===== config.mk =====
export PLATFORM = sky130hd
export DESIGN_NAME = periodic_timer
export DESIGN_NICKNAME = d
export VERILOG_FILES = /design/src/include/periodic_timer_pkg.sv /design/src/periodic_timer.sv
export VERILOG_INCLUDE_DIRS = /design/src /design/src/include
export SDC_FILE = /design/constraint.sdc
export NUM_CORES = 1
export LEC_CHECK = 0
export ABC_AREA = 1
export BUFFER_PORTS_ARGS = -buffer_cell sky130_fd_sc_hd__buf_4
export CAP_MARGIN = 10
export CORE_ASPECT_RATIO = 0.6
export CORE_MARGIN = 2
export CORE_UTILIZATION = 61
export CTS_CLUSTER_SIZE = 12
export DETAILED_ROUTE_END_ITERATION = 6
export PLACE_DENSITY = 0.89
export RECOVER_POWER = 100
export SLEW_MARGIN = 20
export SYNTH_ARGS = -nofsm -noshare
export SYNTH_HDL_FRONTEND = slang
export SYNTH_SLANG_ARGS = --single-unit

===== constraint.sdc =====
create_clock -name clk -period 4.28 [get_ports clk]
set_input_delay 0.428 -clock clk [delete_from_list [all_inputs] [get_ports clk]]
set_output_delay 0.428 -clock clk [all_outputs]
set_load 0.02 [all_outputs]

===== src/include/periodic_timer_defines.svh =====
// Offsets, field positions and reset values of the periodic timer.
// Included by the package users; definitions only.
`ifndef PERIODIC_TIMER_DEFINES_SVH
`define PERIODIC_TIMER_DEFINES_SVH

`define PT_CNT_W        10
`define PT_LO_W         8
`define PT_HI_W         2
`define PT_ADDR_W       3
`define PT_DATA_W       8

`define PT_ADDR_CTRL0   3'h0
`define PT_ADDR_CTRL1   3'h1
`define PT_ADDR_CNT_LO  3'h2
`define PT_ADDR_CNT_HI  3'h3
`define PT_ADDR_A_LO    3'h4
`define PT_ADDR_A_HI    3'h5
`define PT_ADDR_P_LO    3'h6
`define PT_ADDR_P_HI    3'h7

`define PT_RUN_BIT      3
`define PT_FLAG_A_BIT   6
`define PT_FLAG_P_BIT   7
`define PT_MODE_HI      7
`define PT_MODE_LO      6
`define PT_ACT_HI       5
`define PT_ACT_LO       4
`define PT_OLVL_BIT     3
`define PT_INV_BIT      2
`define PT_CAPSRC_BIT   1
`define PT_CLRSRC_BIT   0

`define PT_CTRL_RST     8'h00
`define PT_VAL_RST      10'h000

`endif


===== src/include/periodic_timer_pkg.sv =====
// Types shared by the periodic timer.
// Assumes the defines header for widths.
package periodic_timer_pkg;
    typedef enum logic [1:0] {
        MODE_CMP = 2'h0,
        MODE_CAP = 2'h1,
        MODE_PWM = 2'h2,
        MODE_TMR = 2'h3
    } op_mode_e;

    // Pin action code; meaning depends on the mode
    typedef enum logic [1:0] {
        ACT_IDLE   = 2'h0,
        ACT_CLEAR  = 2'h1,
        ACT_SET    = 2'h2,
        ACT_TOGGLE = 2'h3
    } pin_act_e;
endpackage : periodic_timer_pkg


===== src/periodic_timer.sv =====
// Periodic timer: compare, timer/counter, PWM, single pulse and capture.
// Assumes a one-cycle register port and asynchronous pins on timer_io/clk.
//
// Contract
// - op_mode_sel 11 selects timer/counter mode.
// - Timer/counter counts and flags like compare mode, pin undriven.
// - op_mode_sel 10 with pin_action_sel 10 selects PWM.
// - PWM: period match clears counter; compare A match sets duty.
// - PWM period equals period_value, zero gives 1024; duty equals A.
// - Compare A at or above the period gives 100% duty.
// - PWM sets a_match_flag and p_match_flag on their matches.
// - output_level_sel picks polarity; pin_action_sel enables or forces.
// - output_invert inverts the waveform at the pin.
// - PWM counting runs for pin_action 00 or 01; clear source ignored.
// - op_mode_sel 10 and pin_action_sel 11 select single pulse.
// - Single pulse: timer clock pin edge sets timer_run.
// - Rising timer_run starts counter and pulse leading edge.
// - A match clears timer_run, ends pulse, raises flag; sw clear of run ends it, no flag.
// - Single pulse counter zeroed only on run rise; period ignored.
// - op_mode_sel 01 selects capture; run starts the counter.
// - Capture source is io pin or clock pin by capture_source_sel.
// - pin_action picks rising, falling, both edges; 11 blocks capture.
// - Capture edge copies counter into compare A and raises flag.
// - Capture counter free-runs until timer_run falls.
// - Capture: period match zeroes counter, raises flag; zero is full.
// - Capture ignores clear source, level, invert; no output drive.
// - capture_source_sel 0 is io pin, 1 is clock pin.
// - Counter, period and compare A are 10 bits, low byte plus two.
// - output_level_sel 0 active low, 1 active high.
//
// Local design decisions: the strobed register port and the register offsets.
`timescale 1ns/100ps
`include "periodic_timer_defines.svh"

module periodic_timer #(
    parameter int CLK_DIV = 1
) (
    // Clock and reset
    input  wire logic                    clk,
    input  wire logic                    rst_b,
    // Register port
    input  wire logic [`PT_ADDR_W-1:0]   reg_addr,
    input  wire logic [`PT_DATA_W-1:0]   reg_wdata,
    input  wire logic                    reg_wr,
    input  wire logic                    reg_rd,
    output logic      [`PT_DATA_W-1:0]   reg_rdata,
    // Timer pins
    input  wire logic                    timer_io_in,
    output logic                         timer_io_out,
    output logic                         timer_io_oe,
    input  wire logic                    timer_clk_in,
    // Status
    output logic                         a_match_flag,
    output logic                         p_match_flag
);
    // Elaboration check: the divider counter is 16 bits wide
    if (CLK_DIV < 1 || CLK_DIV > 65536) begin : g_bad_div
        $error("CLK_DIV out of range");
    end

    localparam logic [15:0] DIV_LAST = 16'(CLK_DIV - 1);

    function automatic logic edge_hit(input logic [1:0] act,
                                      input logic rise, input logic fall);
        case (act)
            2'h0:    edge_hit = rise;
            2'h1:    edge_hit = fall;
            2'h2:    edge_hit = rise | fall;
            default: edge_hit = 1'b0;
        endcase
    endfunction : edge_hit

    // Pin synchronisers
    logic [2:0] io_sync;
    logic [2:0] ck_sync;
    always_ff @(posedge clk or negedge rst_b) begin
        if (!rst_b) begin
            io_sync <= 3'h0;
            ck_sync <= 3'h0;
        end else begin
            io_sync <= {io_sync[1:0], timer_io_in};
            ck_sync <= {ck_sync[1:0], timer_clk_in};
        end
    end

    // State
    logic [15:0]              div_cnt, next_div_cnt;
    logic [`PT_CNT_W-1:0]     cnt, next_cnt;
    logic [`PT_CNT_W-1:0]     compare_a_value, next_compare_a_value;
    logic [`PT_CNT_W-1:0]     period_value, next_period_value;
    logic [`PT_DATA_W-1:0]    timer_ctrl1, next_timer_ctrl1;
    logic                     timer_run, next_timer_run;
    logic                     run_q;
    logic                     out_state, next_out_state;
    logic                     next_a_flag, next_p_flag;
    logic                     next_io_out, next_io_oe;
    logic [`PT_DATA_W-1:0]    next_rdata;

    // Decoded controls and events
    periodic_timer_pkg::op_mode_e op_mode_sel;
    logic [1:0]               pin_action_sel;
    logic                     output_level_sel, output_invert;
    logic                     capture_source_sel, clear_source_sel;
    logic                     tick, run_rise, a_hit, p_hit;
    logic                     a_match, p_match, cap_fire, sp_mode, sp_set;
    logic                     is_cmp, clr_on_a, pwm_on, lvl;
    logic                     io_rise, io_fall, ck_rise, ck_fall;
    logic [`PT_CNT_W-1:0]     cnt_inc;

    always_comb begin
        op_mode_sel = periodic_timer_pkg::op_mode_e'(
            timer_ctrl1[`PT_MODE_HI:`PT_MODE_LO]);
        pin_action_sel     = timer_ctrl1[`PT_ACT_HI:`PT_ACT_LO];
        output_level_sel   = timer_ctrl1[`PT_OLVL_BIT];
        output_invert      = timer_ctrl1[`PT_INV_BIT];
        capture_source_sel = timer_ctrl1[`PT_CAPSRC_BIT];
        clear_source_sel   = timer_ctrl1[`PT_CLRSRC_BIT];
        io_rise = io_sync[1] & ~io_sync[2];
        io_fall = ~io_sync[1] & io_sync[2];
        ck_rise = ck_sync[1] & ~ck_sync[2];
        ck_fall = ~ck_sync[1] & ck_sync[2];

        tick     = (div_cnt == 16'h0000);
        run_rise = timer_run & ~run_q;
        cnt_inc  = cnt + `PT_CNT_W'(1);
        // Compare every cycle, one-cycle match pulses on the count tick
        a_hit = tick & timer_run & ~run_rise &
                (cnt_inc == compare_a_value);
        p_hit = tick & timer_run & ~run_rise &
                (cnt_inc == period_value);
        // Timer/counter behaves as compare mode
        is_cmp   = (op_mode_sel == periodic_timer_pkg::MODE_CMP) ||
                   (op_mode_sel ==
                    periodic_timer_pkg::MODE_TMR);
        sp_mode  = (op_mode_sel == periodic_timer_pkg::MODE_PWM) &&
                   (pin_action_sel ==
                    periodic_timer_pkg::ACT_TOGGLE);
        clr_on_a = is_cmp & clear_source_sel;
        a_match  = a_hit & (op_mode_sel != periodic_timer_pkg::MODE_CAP);
        p_match  = p_hit & ~clr_on_a & ~sp_mode;
        // Capture source and edge choice
        cap_fire = (op_mode_sel == periodic_timer_pkg::MODE_CAP) & timer_run &
                   (capture_source_sel ?
                    edge_hit(pin_action_sel, ck_rise, ck_fall) :
                    edge_hit(pin_action_sel, io_rise, io_fall));
        sp_set = sp_mode & ck_rise;

        next_div_cnt = tick ? DIV_LAST : div_cnt - 16'h0001;

        // Counter; zero on run rise, 0 period wraps through 1023
        next_cnt = cnt;
        if (run_rise) begin
            next_cnt = `PT_VAL_RST;
        end else if (tick && timer_run) begin
            if (p_match || (a_match && clr_on_a)) begin
                next_cnt = `PT_VAL_RST;
            end else begin
                next_cnt = cnt_inc;
            end
        end

        // Software writes
        next_timer_ctrl1     = timer_ctrl1;
        next_compare_a_value = compare_a_value;
        next_period_value    = period_value;
        next_timer_run       = timer_run;
        next_a_flag          = a_match_flag;
        next_p_flag          = p_match_flag;
        if (reg_wr) begin
            case (reg_addr)
                `PT_ADDR_CTRL0: begin
                    next_timer_run = reg_wdata[`PT_RUN_BIT];
                    next_a_flag = a_match_flag & ~reg_wdata[`PT_FLAG_A_BIT];
                    next_p_flag = p_match_flag & ~reg_wdata[`PT_FLAG_P_BIT];
                end
                `PT_ADDR_CTRL1: next_timer_ctrl1 = reg_wdata;
                `PT_ADDR_A_LO:  next_compare_a_value[`PT_LO_W-1:0] = reg_wdata;
                `PT_ADDR_A_HI: begin
                    next_compare_a_value[`PT_CNT_W-1:`PT_LO_W] =
                        reg_wdata[`PT_HI_W-1:0];
                end
                `PT_ADDR_P_LO:  next_period_value[`PT_LO_W-1:0] = reg_wdata;
                `PT_ADDR_P_HI: begin
                    next_period_value[`PT_CNT_W-1:`PT_LO_W] =
                        reg_wdata[`PT_HI_W-1:0];
                end
                default: ;
            endcase
        end
        // Hardware events win over software
        if (sp_mode && a_match) begin
            next_timer_run = 1'b0;
        end
        if (sp_set) begin
            next_timer_run = 1'b1;
        end
        if (cap_fire) begin
            next_compare_a_value = cnt;
        end
        if (a_match || cap_fire) begin
            next_a_flag = 1'b1;
        end
        if (p_match) begin
            next_p_flag = 1'b1;
        end

        // Compare-mode pin state
        next_out_state = out_state;
        if (run_rise) begin
            next_out_state = output_level_sel;
        end else if (a_match) begin
            case (pin_action_sel)
                periodic_timer_pkg::ACT_CLEAR:  next_out_state = 1'b0;
                periodic_timer_pkg::ACT_SET:    next_out_state = 1'b1;
                periodic_timer_pkg::ACT_TOGGLE: next_out_state = ~out_state;
                default:                        next_out_state = out_state;
            endcase
        end

        // PWM active from clear until A match, or whole cycle when A >= P and P is nonzero
        pwm_on = (cnt < compare_a_value) ||
                 ((period_value != `PT_VAL_RST) &&
                  (compare_a_value >= period_value));
        case (pin_action_sel)
            periodic_timer_pkg::ACT_SET:
                lvl = pwm_on ? output_level_sel : ~output_level_sel;
            periodic_timer_pkg::ACT_CLEAR: lvl = output_level_sel;
            periodic_timer_pkg::ACT_TOGGLE:
                lvl = timer_run ? output_level_sel : ~output_level_sel;
            default: lvl = ~output_level_sel;
        endcase
        if (op_mode_sel == periodic_timer_pkg::MODE_CMP) begin
            lvl = out_state;
        end
        next_io_out = lvl ^ output_invert;
        // Pin left free in timer/counter and capture modes
        next_io_oe  = (op_mode_sel == periodic_timer_pkg::MODE_CMP) ||
                      (op_mode_sel ==
                       periodic_timer_pkg::MODE_PWM);

        // Read data, valid only in the cycle after the strobe
        next_rdata = '0;
        if (reg_rd) begin
            case (reg_addr)
                `PT_ADDR_CTRL0: begin
                    next_rdata[`PT_RUN_BIT]    = timer_run;
                    next_rdata[`PT_FLAG_A_BIT] = a_match_flag;
                    next_rdata[`PT_FLAG_P_BIT] = p_match_flag;
                end
                `PT_ADDR_CTRL1:  next_rdata = timer_ctrl1;
                `PT_ADDR_CNT_LO: next_rdata = cnt[`PT_LO_W-1:0];
                `PT_ADDR_CNT_HI: begin
                    next_rdata[`PT_HI_W-1:0] = cnt[`PT_CNT_W-1:`PT_LO_W];
                end
                `PT_ADDR_A_LO:   next_rdata = compare_a_value[`PT_LO_W-1:0];
                `PT_ADDR_A_HI: begin
                    next_rdata[`PT_HI_W-1:0] =
                        compare_a_value[`PT_CNT_W-1:`PT_LO_W];
                end
                `PT_ADDR_P_LO:   next_rdata = period_value[`PT_LO_W-1:0];
                `PT_ADDR_P_HI: begin
                    next_rdata[`PT_HI_W-1:0] =
                        period_value[`PT_CNT_W-1:`PT_LO_W];
                end
                default: next_rdata = '0;
            endcase
        end
    end

    always_ff @(posedge clk or negedge rst_b) begin
        if (!rst_b) begin
            div_cnt         <= 16'h0000;
            cnt             <= `PT_VAL_RST;
            compare_a_value <= `PT_VAL_RST;
            period_value    <= `PT_VAL_RST;
            timer_ctrl1     <= `PT_CTRL_RST;
            timer_run       <= 1'b0;
            run_q           <= 1'b0;
            out_state       <= 1'b0;
            a_match_flag    <= 1'b0;
            p_match_flag    <= 1'b0;
            timer_io_out    <= 1'b0;
            timer_io_oe     <= 1'b0;
            reg_rdata       <= '0;
        end else begin
            div_cnt         <= next_div_cnt;
            cnt             <= next_cnt;
            compare_a_value <= next_compare_a_value;
            period_value    <= next_period_value;
            timer_ctrl1     <= next_timer_ctrl1;
            timer_run       <= next_timer_run;
            run_q           <= timer_run;
            out_state       <= next_out_state;
            a_match_flag    <= next_a_flag;
            p_match_flag    <= next_p_flag;
            timer_io_out    <= next_io_out;
            timer_io_oe     <= next_io_oe;
            reg_rdata       <= next_rdata;
        end
    end
endmodule : periodic_timer


======== After elaboration in Yosys (flattened, before gate mapping) ========
Cells that the tools add are included.
operators by class
  add/subtract/negate cells ............... 2
  multipliers ............................. 0
  div/mod/pow operators ................... 0
  order comparisons ....................... 2
  equality and inequality tests ........... 16
  shift-type cells ........................ 0
  multiplexer cells ....................... 34
  bitwise logic cells ..................... 33
  reductions and logical operators ........ 36
operator list
  cell                                                  number
  2-to-1 mux 10 bit                                     5
  equality test 10 bit                                  2
  AND 1 bit                                             18
  AND reduction 2 bit                                   9
  nonzero test 2 bit                                    9
  zero test 16 bit                                      1
  2-to-1 mux 1 bit                                      16
  2-to-1 mux 16 bit                                     1
  2-to-1 mux 8 bit                                      2
  subtractor 16 x 1 -> 16 bit (second input constant)   1
  case mux 2 bit (7 select lines)                       1
  equality test 3 bit (second input constant)           4
  NOT 1 bit                                             12
  case mux 1 bit (3 select lines)                       4
  adder 10 x 1 -> 10 bit (second input constant)        1
  greater-or-equal comparator 10 bit                    1
  less-than comparator 10 bit                           1
  case mux 2 bit (5 select lines)                       1
  nonzero test 10 bit                                   1
  equality test 2 bit (second input constant)           4
  case mux 2 bit (4 select lines)                       1
  equality test 3 x 2 -> 1 bit (second input constant)  2
  nonzero test 3 bit                                    2
  logical AND 1 bit                                     5
  other kinds (12)                                      19
word-level totals
  register bits ........................... 75
  latch bits .............................. 0
  memory bits (writable) .................. 0
  ROM bits ................................ 0
  input port bits ......................... 17
  output and inout bits ................... 12
  word-level logic and storage cells ...... 140
  memories ................................ 0

======== Logic depth before layout (Yosys ltp) ========
Gate-level depths: netlist of the first run.
  depth in word-level cells ............... 11
  depth in mapped cells ................... 17
  mapped depth without buffers ............ 17

======== Least setup slack after synthesis of the first run ========
OpenSTA, ideal clock, no wires.
  path type ............................... reg-to-reg
  start point ............................. register cnt[0]
  end point ............................... register timer_run
  setup time .............................. 121 ps
  data arrival time ....................... 1808 ps
  required time ........................... 4159 ps
  path slack .............................. 2351 ps
  stages on the path, launching flop included .. 14
  buffers on the path ..................... 1
  clock period less this slack ............ 1929 ps
  path through ............................ dfrtp_1 -> buf_2 -> inv_2 -> ha_1 -> nor2_1 -> nand3_1 -> a21oi_1 -> o211ai_1 -> nor2_1 -> nand3_2 -> nor2_4 -> nand2_1 -> o21bai_1 -> nand2_1
on the way
  cells in the longest elaborated chain, start to end .. 7
  elaborated cells on any way between the ends .. 10
  classes of those cells .................. add/sub: 1; eq/ne: 1; mux: 2; bitwise: 2; reduce/logical: 4
RTL lines
  element                                                                          line                   RTL
  from (decl)                                                                      periodic_timer.sv:88   logic [`PT_CNT_W-1:0] cnt, next_cnt;
  from (signal assigned)                                                           periodic_timer.sv:273  cnt <= `PT_VAL_RST;
  from (signal assigned)                                                           periodic_timer.sv:287  cnt <= next_cnt;
  adder 10 x 1 -> 10 bit (*)                                                       periodic_timer.sv:125  cnt_inc = cnt + `PT_CNT_W'(1);
  equality test 10 bit (*)                                                         periodic_timer.sv:128  (cnt_inc == compare_a_value);
  AND 1 bit (*)                                                                    periodic_timer.sv:127  a_hit = tick & timer_run & ~run_rise &
  AND 1 bit (*)                                                                    periodic_timer.sv:139  a_match = a_hit & (op_mode_sel != periodic_timer_pkg::MODE_CAP);
  logical AND 1 bit (*)                                                            periodic_timer.sv:191  if (sp_mode && a_match) begin
  nonzero test 3 bit (no source line) / 2-to-1 mux 1 bit (equally long branches)   n/a
  AND reduction 2 bit (no source line) / 2-to-1 mux 1 bit (equally long branches)  n/a
  to (signal assigned)                                                             periodic_timer.sv:291  timer_run <= next_timer_run;
  to (decl)                                                                        periodic_timer.sv:92   logic timer_run, next_timer_run;
Every way passes the cells marked *; elsewhere a longest branch is shown, timed or not.
A chain may end at the register's enable or synchronous reset.

======== Worst setup path in the final report of the first run ========
  start point ............................. register timer_ctrl1[4]
  end point ............................... register compare_a_value[1]
on the way
  cells in the longest elaborated chain, start to end .. 6
  elaborated cells on any way between the ends .. 11
  classes of those cells .................. eq/ne: 2; mux: 4; bitwise: 1; reduce/logical: 4
RTL lines
  element                                            line                   RTL
  from (decl)                                        periodic_timer.sv:91   logic [`PT_DATA_W-1:0] timer_ctrl1, next_timer_ctrl1;
  from (signal assigned)                             periodic_timer.sv:276  timer_ctrl1 <= `PT_CTRL_RST;
  from (signal assigned)                             periodic_timer.sv:290  timer_ctrl1 <= next_timer_ctrl1;
  equality test 2 bit, or another cell as far along  periodic_timer.sv:65   case (act)
  case mux 1 bit (3 select lines)                    periodic_timer.sv:65
  2-to-1 mux 1 bit (*)                               periodic_timer.sv:143  (capture_source_sel ?
  AND 1 bit (*)                                      periodic_timer.sv:142  cap_fire = (op_mode_sel == periodic_timer_pkg::MODE_CAP) & timer_run &
  nonzero test 2 bit (no source line)                n/a
  AND reduction 2 bit (no source line)               n/a
  to (signal assigned)                               periodic_timer.sv:274  compare_a_value <= `PT_VAL_RST;
  to (signal assigned)                               periodic_timer.sv:288  compare_a_value <= next_compare_a_value;
  to (decl)                                          periodic_timer.sv:89   logic [`PT_CNT_W-1:0] compare_a_value, next_compare_a_value;
Marks and branches as above.

==> results of run 1 <==
-- final timing paths --
kind	endpoint	slack, ns
hold / removal	ck_sync[0]$_DFF_PN0_	0.22
min in group asynchronous	div_cnt[0]$_DFF_PN0_	0.60
setup / recovery	compare_a_value[1]$_DFFE_PN0P_	0.87
setup reg to reg	compare_a_value[1]$_DFFE_PN0P_	0.87
max in group asynchronous	a_match_flag$_DFFE_PN0P_	2.59
hold reg to reg	ck_sync[1]$_DFF_PN0_	0.35
-- registers in the layout, indices dropped and copies added, names as in the netlist --
register	flops
ck_sync	3
p_match_flag	1
cnt	10
div_cnt	16
run_q	1
out_state	1
a_match_flag	1
compare_a_value	10
period_value	10
io_sync	3
reg_rdata	8
timer_ctrl1	8
timer_run	1
timer_io_oe	1
timer_io_out	1
-- through the flow --
| stage | setup slack, ns | util [%] | area, um^2 |
|---|---|---|---|
| 4_1_cts | 1.60 | 72.2 | 5290 |
| 3_5_place_dp | 1.62 | 67.9 | 4980 |
| 3_3_place_gp | 1.70 | 67.9 | 4980 |
| 5_1_grt | 0.674 | 70.7 | 5180 |
| 6_report | 0.867 | 70.7 | 5180 |
| 2_1_floorplan | 2.35 | - | 4670 |
-- layer usage --
layer  part of all wire (%)  global-route usage [%]  wire, um
met5                      0                       0         0
met1                     46                    51.4      6250
met4                    2.2                    9.67       293
met2                     40                    47.0      5410
met3                     11                    13.0      1510
-- layout make-up --
cell class                 instances  area, um^2
sequential                        75        1880
clock inverter                     6        90.1
timing repair buffer              29         159
multi-input combinational        436        2390
tap                              104         130
clock buffer                       9         225
inverter                          82         308
fill                             623        2140
-- cells by family (layout without fill, tap and decap cells) --
kind of cell | Yosys count | after routing | synth area share [%]
simple gates | 298 | 298 | 28.7
xor+xnor | 15 | 15 | 2.82
compound gates | 90 | 90 | 12.0
buf+inv | 90 | 126 | 7.40
flops | 75 | 75 | 40.2
fa+ha+maj | 33 | 33 | 8.85
-- placed cells by master, fill, tap and decap left out, types with 9 or more instances in the layout --
master / Yosys / final
xor2_1: 12 / 12
dfrtp_1: 75 / 75
inv_1: 75 / 76
ha_1: 33 / 33
nor3_1: 6 / 9
clkbuf_16: 0 / 9
nand3_1: 46 / 46
a221oi_1: 9 / 9
buf_4: 1 / 11
a21oi_1: 21 / 21
nand2_1: 143 / 144
clkbuf_1: 4 / 15
o21ai_0: 27 / 28
nor2_1: 73 / 76
-- worst max-delay path: cells and delay by family (launching register included) --
kind | cells | cell delay, ns
simple gates | 2 | 0.13
flops | 1 | 0.45
fa+ha+maj | 1 | 0.24
compound gates | 4 | 1.53
buf+inv | 3 | 0.95
-- where the power goes --
part	switching (mW)	total [mW]	internal, mW
combinational	0.578	0.876	0.298
sequential	0.173	1.00	0.829
clock	0.295	0.803	0.509
total	1.04	2.68	1.64
==> results by group, run 1 <==
Timing
  • Hold_ws: 0.218 ns
  • Slew @ Worst Pin: 1.85 ns
  • RSZ-0062 raised after global routing: false
  • Pins Over Slew Limit: 76
  • Fin crit share: 79.7%
  • Final hold vios: 0
  • Minimum clock period: 3.41 ns
  • Final Skew: 0.00542 ns
  • Setup TNS: 0 ns
  • Final setup violation count: 0
  • Max Fclk: 293 MHz
  • Slew margin rel.: -23.1%

Outcome
  • Failing checks: max-capacitance violations, max-slew violations
  • Run status: finished, violations left

Yosys
  • Mean Syn Cell Area: 7.76 um^2
  • Post-synthesis sequential area ratio: 40.2%
  • Most used DFF post-synth: dfrtp_1
  • Ys async rst share: 100%
  • #FFs+latches synth: 75
  • Post-synth cell types: 40
  • Synth area leaders: dfrtp_1, nand2_1, ha_1
  • Yosys top cell area share: 40.2%
  • Syn. warnings: 0
  • Most frequent cells after synthesis: nand2_1, dfrtp_1, inv_1
  • Mapped cell area: 4670 um^2
  • Syn_nets: 651
  • Post-synth EDFFs: 0
  • Most frequent cell after synthesis: nand2_1
  • Cells after synthesis: 601
  • Cell taking the most area after synthesis: dfrtp_1

Clocking
  • Worst skew pair latency: 0.33 ns
  • Post-CTS setup buffers: 0
  • Post-CTS Hold Buffers: 0
  • CTS buffer count: 9
  • Clk sinks: 75
  • Clock Tree Buf Depth: 2
  • Clock-pin slew on the worst setup and hold paths: 0.06 ns
  • Resize count post-CTS: 0
  • CTS tree: done
  • Clock root buffer: clkbuf_16
  • CTS H-tree lvls: 3

Global route
  • Congestion Overflow GR: 0
  • First-pass GRT wire length: 21800 um
  • Total GRT Usage: 34.6%
  • Vias in the first global route: 4153
  • Largest net degree at the start of global routing: 76
  • Initial antenna violation count: 0

Critical path
  • Reg-to-Reg Start: timer_ctrl1[4]$_DFFE_PN0P_
  • CP Launch Type: flop
  • WS Path Type: flop to flop
  • Worst-path fanout max: 18
  • Most repeated library cell on the critical path: inv_1
  • Worst Path Arrival: 3.64 ns
  • Worst setup EP type: flop
  • Setup crit start: timer_ctrl1[4]$_DFFE_PN0P_
  • Worst path max stage delay: 0.78 ns
  • Reg2Reg Depth: 10
  • Slowest cell on the critical path: o21ai_0
  • Cells along the critical path: inv_1 -> ha_1 -> inv_1 -> nor2_1 -> a221oi_1 -> a21oi_1 -> nand2_1 -> clkbuf_1 -> o21ai_0 -> o211ai_1
  • CP required: 4.50 ns

Placed design
  • Dpl hpwl: 10400 um
  • I/O Buffers: 28
  • Global placement routability congestion: 1.02
  • Placed Cells: 726

Floorplanning
  • Starting density of the core: 63.7%
  • Die height: 71.7 um
  • Boundary pin count: 29
  • Die area: 8390 um^2
  • Overall die width: 117 um
  • Row count: 24
  • Core Footprint: 7330 um^2

Drt
  • Initial drt markers: 506
  • Drt pass-1 iters: 6
  • Post-route DRC: 0
  • Wire length per cell: 18.2 um
  • Routed via count: 4416
  • Routed Antenna Nets: 0
  • Avg Vias per Cell: 5.96
  • Wirelength, routed: 13500 um

Final layout
  • Share of layout cells above drive strength 1: 7.54%
  • Final Non-Filler Cells: 741
  • Area Overhead vs Synth: 11.1%
  • Layout Nets: 683
  • Inserted Diodes: 0

Worst hold path
  • Worst hold start: timer_clk_in
  • Worst Hold Class: input port to flop
  • Worst Hold Depth: 1

Power
  • Leak Pwr: 2.66 nW
  • Worst VDD drop: 0.369 mV
  • Power consumption: 2.68 mW
  • Power density over cell area: 517 nW/um^2

Run
  • Max-cap violations: 1
No activity file was read; power rests on OpenSTA's default activity.
==> inputs of run 2 (changes only) <==
Settings changed: ABC_AREA 1 to 0.
Clock period 4.28 ns to 3.3 ns, I/O delays scaled along.
==> results by group, run 2 <==
Outcome
  • Run status: finished, violations left
  • Failing checks: max-capacitance violations, max-slew violations

Timing
  • Final hold vios: 0 (unchanged)
  • Final Skew: 0.00628 ns (+0.000860 ns)
  • Slew margin rel.: -22.4% (+0.63 points)
  • Pins Over Slew Limit: 76 (unchanged)
  • RSZ-0062 raised after global routing: false
  • Setup TNS: 0 ns (unchanged)
  • Slew @ Worst Pin: 1.84 ns (-0.00945 ns)
  • Max Fclk: 333 MHz (+13%)
  • Slack of the critical path: 0.293 ns (-0.574 ns)
  • Final setup violation count: 0 (unchanged)
  • Minimum clock period: 3.01 ns (-0.406 ns)
  • Fin crit share: 91.1% (+11 points)

Final layout
  • Layout Nets: 576 (-16%)
  • Most common cell after layout, fill and taps aside: dfrtp_1
  • Inserted Diodes: 0 (unchanged)
  • Commonest cells after routing, fill and taps aside: dfrtp_1, inv_1, nor2_1, ha_1, nand2_1
  • Reg area: 1880 um^2 (unchanged)
  • Max reg flops: 16 (unchanged)
  • Area Overhead vs Synth: 9.36%
  • Share of layout cells above drive strength 1: 12.6% (+5.1 points)
  • Footprint of the multi-input gates: 2840 um^2 (+19%)
  • FILL cells: 619 (-0.64%)
  • Largest Register: div_cnt

Yosys
  • Mean Syn Cell Area: 9.76 um^2 (+26%)
  • #FFs+latches synth: 75 (unchanged)
  • Syn. warnings: 0 (unchanged)
  • Syn_nets: 561 (-14%)
  • Most frequent cell after synthesis: dfrtp_1
  • Synth area leaders: dfrtp_1, ha_1, mux2_2
  • Cell taking the most area after synthesis: dfrtp_1
  • Most frequent cells after synthesis: dfrtp_1, inv_1, ha_1, nor2_1, nand2_1
  • Most used DFF post-synth: dfrtp_1
  • Post-synth cell types: 64 (+60%)
  • Cells after synthesis: 511 (-15%)
  • Post-synthesis sequential area ratio: 37.6% (-2.6 points)
  • Post-synth EDFFs: 0 (unchanged)
  • Ys async rst share: 100% (unchanged)
  • Yosys top cell area share: 37.6% (-2.6 points)
  • Mapped cell area: 4990 um^2 (+6.9%)

Power
  • Power density over cell area: 674 nW/um^2 (+30%)
  • Worst VDD drop: 0.476 mV (+29%)
  • Leak Pwr: 2.59 nW (-2.6%)
  • Power consumption: 3.68 mW (+37%)

Global route
  • Initial antenna violation count: 0 (unchanged)
  • Met2 usage: 46.9% (-0.12 points)
  • Met3 GRT Util: 11.2% (-1.8 points)
  • Congestion Overflow GR: 0 (unchanged)
  • Gr busiest metal: met2
  • Vias in the first global route: 3910 (-5.9%)
  • Grt met1 use: 46.9% (-4.5 points)
  • Largest net degree at the start of global routing: 76 (unchanged)
  • Total GRT Usage: 32.6% (-2.0 points)
  • First-pass GRT wire length: 21300 um (-2.4%)

Critical path
  • Worst setup EP type: flop
  • Worst-path fanout max: 8 (-10)
  • CP required: 3.54 ns (-0.96 ns)
  • Reg2Reg Depth: 8 (-2)
  • Worst Path Arrival: 3.25 ns (-0.39 ns)
  • CP Launch Type: flop
  • WS Path Type: flop to flop

Floorplanning
  • Die height: 74.1 um (+3.2%)
  • Overall die width: 121 um (+3.3%)
  • Die area: 8940 um^2 (+6.6%)
  • Core Footprint: 7910 um^2 (+8.0%)
  • Row count: 25 (+4.2%)
  • Starting density of the core: 63.0% (-0.64 points)
  • Boundary pin count: 29 (unchanged)

Drt
  • Routed via count: 4096 (-7.2%)
  • Avg Vias per Cell: 6.41 (+7.6%)
  • Routed Antenna Nets: 0 (unchanged)
  • Wirelength, routed: 13500 um (+0.41%)
  • Wire length per cell: 21.2 um (+16%)
  • Initial drt markers: 470 (-7.1%)
  • Drt pass-1 iters: 5 (-1)
  • Post-route DRC: 0 (unchanged)

Run
  • Max-cap violations: 1 (unchanged)

Worst hold path
  • Worst Hold Depth: 1 (unchanged)
  • Worst Hold Class: input port to flop

Clocking
  • Clock root buffer: clkbuf_16
  • Clock-pin slew on the worst setup and hold paths: 0.07 ns (about the same)
  • Worst skew pair latency: 0.35 ns (+0.02 ns)
  • Post-CTS setup buffers: 0 (unchanged)
  • Resize count post-CTS: 0 (unchanged)
  • Clock Tree Buf Depth: 2 (unchanged)
  • CTS H-tree lvls: 3 (unchanged)
  • CTS buffer count: 9 (unchanged)
  • Post-CTS Hold Buffers: 0 (unchanged)
  • Clk sinks: 75 (unchanged)
  • CTS tree: done

Placed design
  • Global placement routability congestion: 0.985 (-3.8%)
  • Dpl ws: 0.465 ns (-1.15 ns)
  • Dpl hpwl: 10200 um (-1.8%)
  • I/O Buffers: 28 (unchanged)
[run 2: changes by cell type after synthesis, sizes merged, moves of 8 or more]
cell,before,now
nand3,49,11
nand2b,0,13
inv,80,37
xnor2,3,19
mux2i,0,18
clkbuf,4,19
nor2b,0,9
a21o,1,14
mux2,0,17
nor2,78,34
and2,0,8
nand2,148,31
[run 2: cell families (layout without fill, tap and decap cells)]
family / count (synthesis) / in the layout / share of synthesized area [%]
simple gates: 159 / 159 / 17.9
mux: 39 / 39 / 9.26
buf+inv: 64 / 84 / 5.14
compound gates: 110 / 110 / 15.3
flops: 75 / 75 / 37.6
xor+xnor: 31 / 31 / 6.55
fa+ha+maj: 33 / 33 / 8.28
[run 2: worst paths after layout]
check / from / endpoint / slack (ns)
min in group asynchronous: rst_b / compare_a_value[5]$_DFFE_PN0P_ / 0.46
setup / recovery: cnt[0]$_DFFE_PN0P_ / cnt[0]$_DFFE_PN0P_ / 0.29
hold / removal: timer_clk_in / ck_sync[0]$_DFF_PN0_ / 0.11
hold reg to reg: ck_sync[0]$_DFF_PN0_ / ck_sync[1]$_DFF_PN0_ / 0.35
max in group asynchronous: rst_b / cnt[6]$_DFFE_PN0P_ / 1.73
setup reg to reg: cnt[0]$_DFFE_PN0P_ / cnt[0]$_DFFE_PN0P_ / 0.29
[run 2: routing by layer]
| metal | vias to the layer above | part of all wire (%) |
|---|---|---|
| li1 | 1856 | - |
| met1 | 1995 | 45 |
| met2 | 219 | 42 |
| met3 | 24 | 12 |
| met4 | 2 | 1.5 |
| met5 | - | 0.48 |
[run 2: final cells by class]
class                   count  share of cell area, %
clock inverters             7                   1.10
well taps                 108                   2.48
clock buffers               9                   4.13
flip-flops and latches     75                   34.4
multi-input cells         372                   52.1
repair buffers             31                   3.26
inverters                  37                   2.55
[run 2: critical path, stage by stage (launching register included)]
cell and delay [ns]:
dfrtp_1 0.50, ha_1 0.38, nand3_1 0.23, a311o_1 0.42, a221oi_1 0.26, and4_1 0.42, and4_1 0.30, a211oi_2 0.11
mux2_2 0.28
[run 2: power by group]
part           switching (mW)  internal [mW]
registers               0.294           1.09
logic                   0.759          0.581
clock network           0.431          0.521
[run 2: through the flow]
stage | area (um^2) | hold WS, ns | cells | utilization [%]
CTS | 5520 | 0.0844 | 639 | 69.8
detailed placement | 5240 | 0.340 | 623 | 66.2
global route | 5460 | 0.105 | 639 | 68.9
finish | 5460 | 0.108 | 639 | 68.9
floorplan | 4990 | 0.0344 | 511 | -
global placement | 5240 | 0.333 | 623 | 66.2
==> inputs of run 3 (changes only) <==
Settings changed: RECOVER_POWER 100 to not set.
==> results by group, run 3 (synthesis results as in run 2) <==
Outcome
  • Run status: finished clean

Floorplanning
  • Die height: 74.1 um (unchanged)
  • Core Footprint: 7910 um^2 (unchanged)
  • Die area: 8940 um^2 (unchanged)
  • Overall die width: 121 um (unchanged)
  • Boundary pin count: 29 (unchanged)
  • Row count: 25 (unchanged)
  • Starting density of the core: 63.0% (unchanged)

Timing
  • Final Skew: 0.00536 ns (-0.000918 ns)
  • RSZ-0062 raised after global routing: false
  • Fin crit share: 88.1% (-3.0 points)
  • Slew @ Worst Pin: 1.15 ns (-0.689 ns)
  • Max Fclk: 344 MHz (+3.4%)
  • Final hold vios: 0 (unchanged)
  • Final setup violation count: 0 (unchanged)
  • Slew margin rel.: 23.1% (+46 points)
  • Pins Over Slew Limit: 0 (-100%)
  • Slack of the critical path: 0.392 ns (+0.0985 ns)
  • Minimum clock period: 2.91 ns (-0.0985 ns)
  • Setup TNS: 0 ns (unchanged)

Final layout
  • Layout Nets: 576 (unchanged)
  • FILL cells: 602 (-2.7%)
  • Max reg flops: 16 (unchanged)
  • Final core utilization: 69.8% (+0.87 points)
  • Commonest cells after routing, fill and taps aside: dfrtp_1, inv_1, nor2_1, ha_1
  • Share of layout cells above drive strength 1: 16.0% (+3.4 points)
  • Inserted Diodes: 0 (unchanged)
  • Largest Register: div_cnt
  • Most common cell after layout, fill and taps aside: dfrtp_1
  • Area Overhead vs Synth: 10.7%

Clocking
  • Clock Tree Buf Depth: 2 (unchanged)
  • Clk sinks: 75 (unchanged)
  • CTS tree: done
  • Resize count post-CTS: 0 (unchanged)
  • Worst skew pair latency: 0.35 ns (about the same)
  • CTS buffer count: 9 (unchanged)
  • Clock-pin slew on the worst setup and hold paths: 0.06 ns (about the same)
  • CTS H-tree lvls: 3 (unchanged)
  • Post-CTS setup buffers: 0 (unchanged)
  • Clock root buffer: clkbuf_16
  • Post-CTS Hold Buffers: 0 (unchanged)

Power
  • Power consumption: 3.71 mW (+0.80%)
  • Leak Pwr: 2.65 nW (+2.3%)
  • Worst VDD drop: 0.476 mV (+0.19%)
  • Power density over cell area: 671 nW/um^2 (-0.45%)

Critical path
  • CP Launch Type: flop
  • Worst-path fanout max: 8 (unchanged)
  • Worst setup EP type: flop
  • Worst R2R Setup Slack: 0.39 ns (+0.10 ns)
  • Worst Path Arrival: 3.15 ns (-0.10 ns)
  • CP required: 3.54 ns (about the same)
  • WS Path Type: flop to flop

Placed design
  • Dpl ws: 0.465 ns (unchanged)
  • Dpl hpwl: 10200 um (unchanged)
  • Global placement routability congestion: 0.985 (unchanged)
  • I/O Buffers: 28 (unchanged)

Drt
  • Avg Vias per Cell: 6.34 (-1.1%)
  • Routed Antenna Nets: 0 (unchanged)
  • Routed via count: 4050 (-1.1%)
  • Drt pass-1 iters: 5 (unchanged)
  • Wirelength, routed: 13500 um (-0.44%)
  • Wire length per cell: 21.1 um (-0.44%)
  • Post-route DRC: 0 (unchanged)
  • Initial drt markers: 483 (+2.8%)

Global route
  • Congestion Overflow GR: 0 (unchanged)
  • Initial antenna violation count: 0 (unchanged)
  • Total GRT Usage: 32.6% (unchanged)
  • Vias in the first global route: 3910 (unchanged)
  • Largest net degree at the start of global routing: 76 (unchanged)
  • First-pass GRT wire length: 21300 um (unchanged)

Worst hold path
  • Worst Hold Class: input port to flop

Run
  • Max-cap violations: 0 (-1)
## run 3: path summary, 6_finish.rpt
check / start / end / depth (start not counted)
max in group asynchronous: rst_b / cnt[6]$_DFFE_PN0P_ / 1
worst max-delay path: cnt[0]$_DFFE_PN0P_ / cnt[0]$_DFFE_PN0P_ / 8
min in group asynchronous: rst_b / compare_a_value[5]$_DFFE_PN0P_ / 1
worst min register to register: ck_sync[0]$_DFF_PN0_ / ck_sync[1]$_DFF_PN0_ / 0
worst max register to register: cnt[0]$_DFFE_PN0P_ / cnt[0]$_DFFE_PN0P_ / 8
worst min-delay path: timer_clk_in / ck_sync[0]$_DFF_PN0_ / 1
## run 3: final cells by class
cell class / count / area [um^2] / share of cell area, %
Clock buffer: 9 / 225 / 4.08
Clock inverter: 7 / 60.1 / 1.09
Inverter: 37 / 139 / 2.51
Multi-Input combinational cell: 372 / 2860 / 51.7
Sequential cell: 75 / 1880 / 34.0
Tap cell: 108 / 135 / 2.45
Timing Repair Buffer: 31 / 233 / 4.21
## run 3: through the flow
step                      area, um^2  instances  hold WS [ns]
after floorplan                 4990        511        0.0344
after global placement          5240        623         0.333
after detailed placement        5240        623         0.340
after CTS                       5520        639        0.0844
after global routing            5520        639        0.0813
final                           5520        639        0.0874
## run 3: worst max-delay path: stages, from the launching register on
cell and delay, ns:
dfrtp_1 0.50, ha_1 0.38, nand3_1 0.23, a311o_1 0.43
a221oi_2 0.20, and4_1 0.41, and4_4 0.29, a211oi_2 0.09
mux2_2 0.27
## run 3: routing by layer
metal	global-route usage [%]	vias up	part of all wire (%)
li1	-	1854	-
met5	5.21	-	0.48
met1	46.9	1989	45
met4	8.53	2	1.7
met3	11.2	24	11
met2	46.9	181	42
## run 3: power breakdown
group	internal (mW)	total, mW	switching (mW)
Sequential	1.09	1.38	0.293
Combinational	0.610	1.37	0.763
Clock	0.520	0.949	0.429
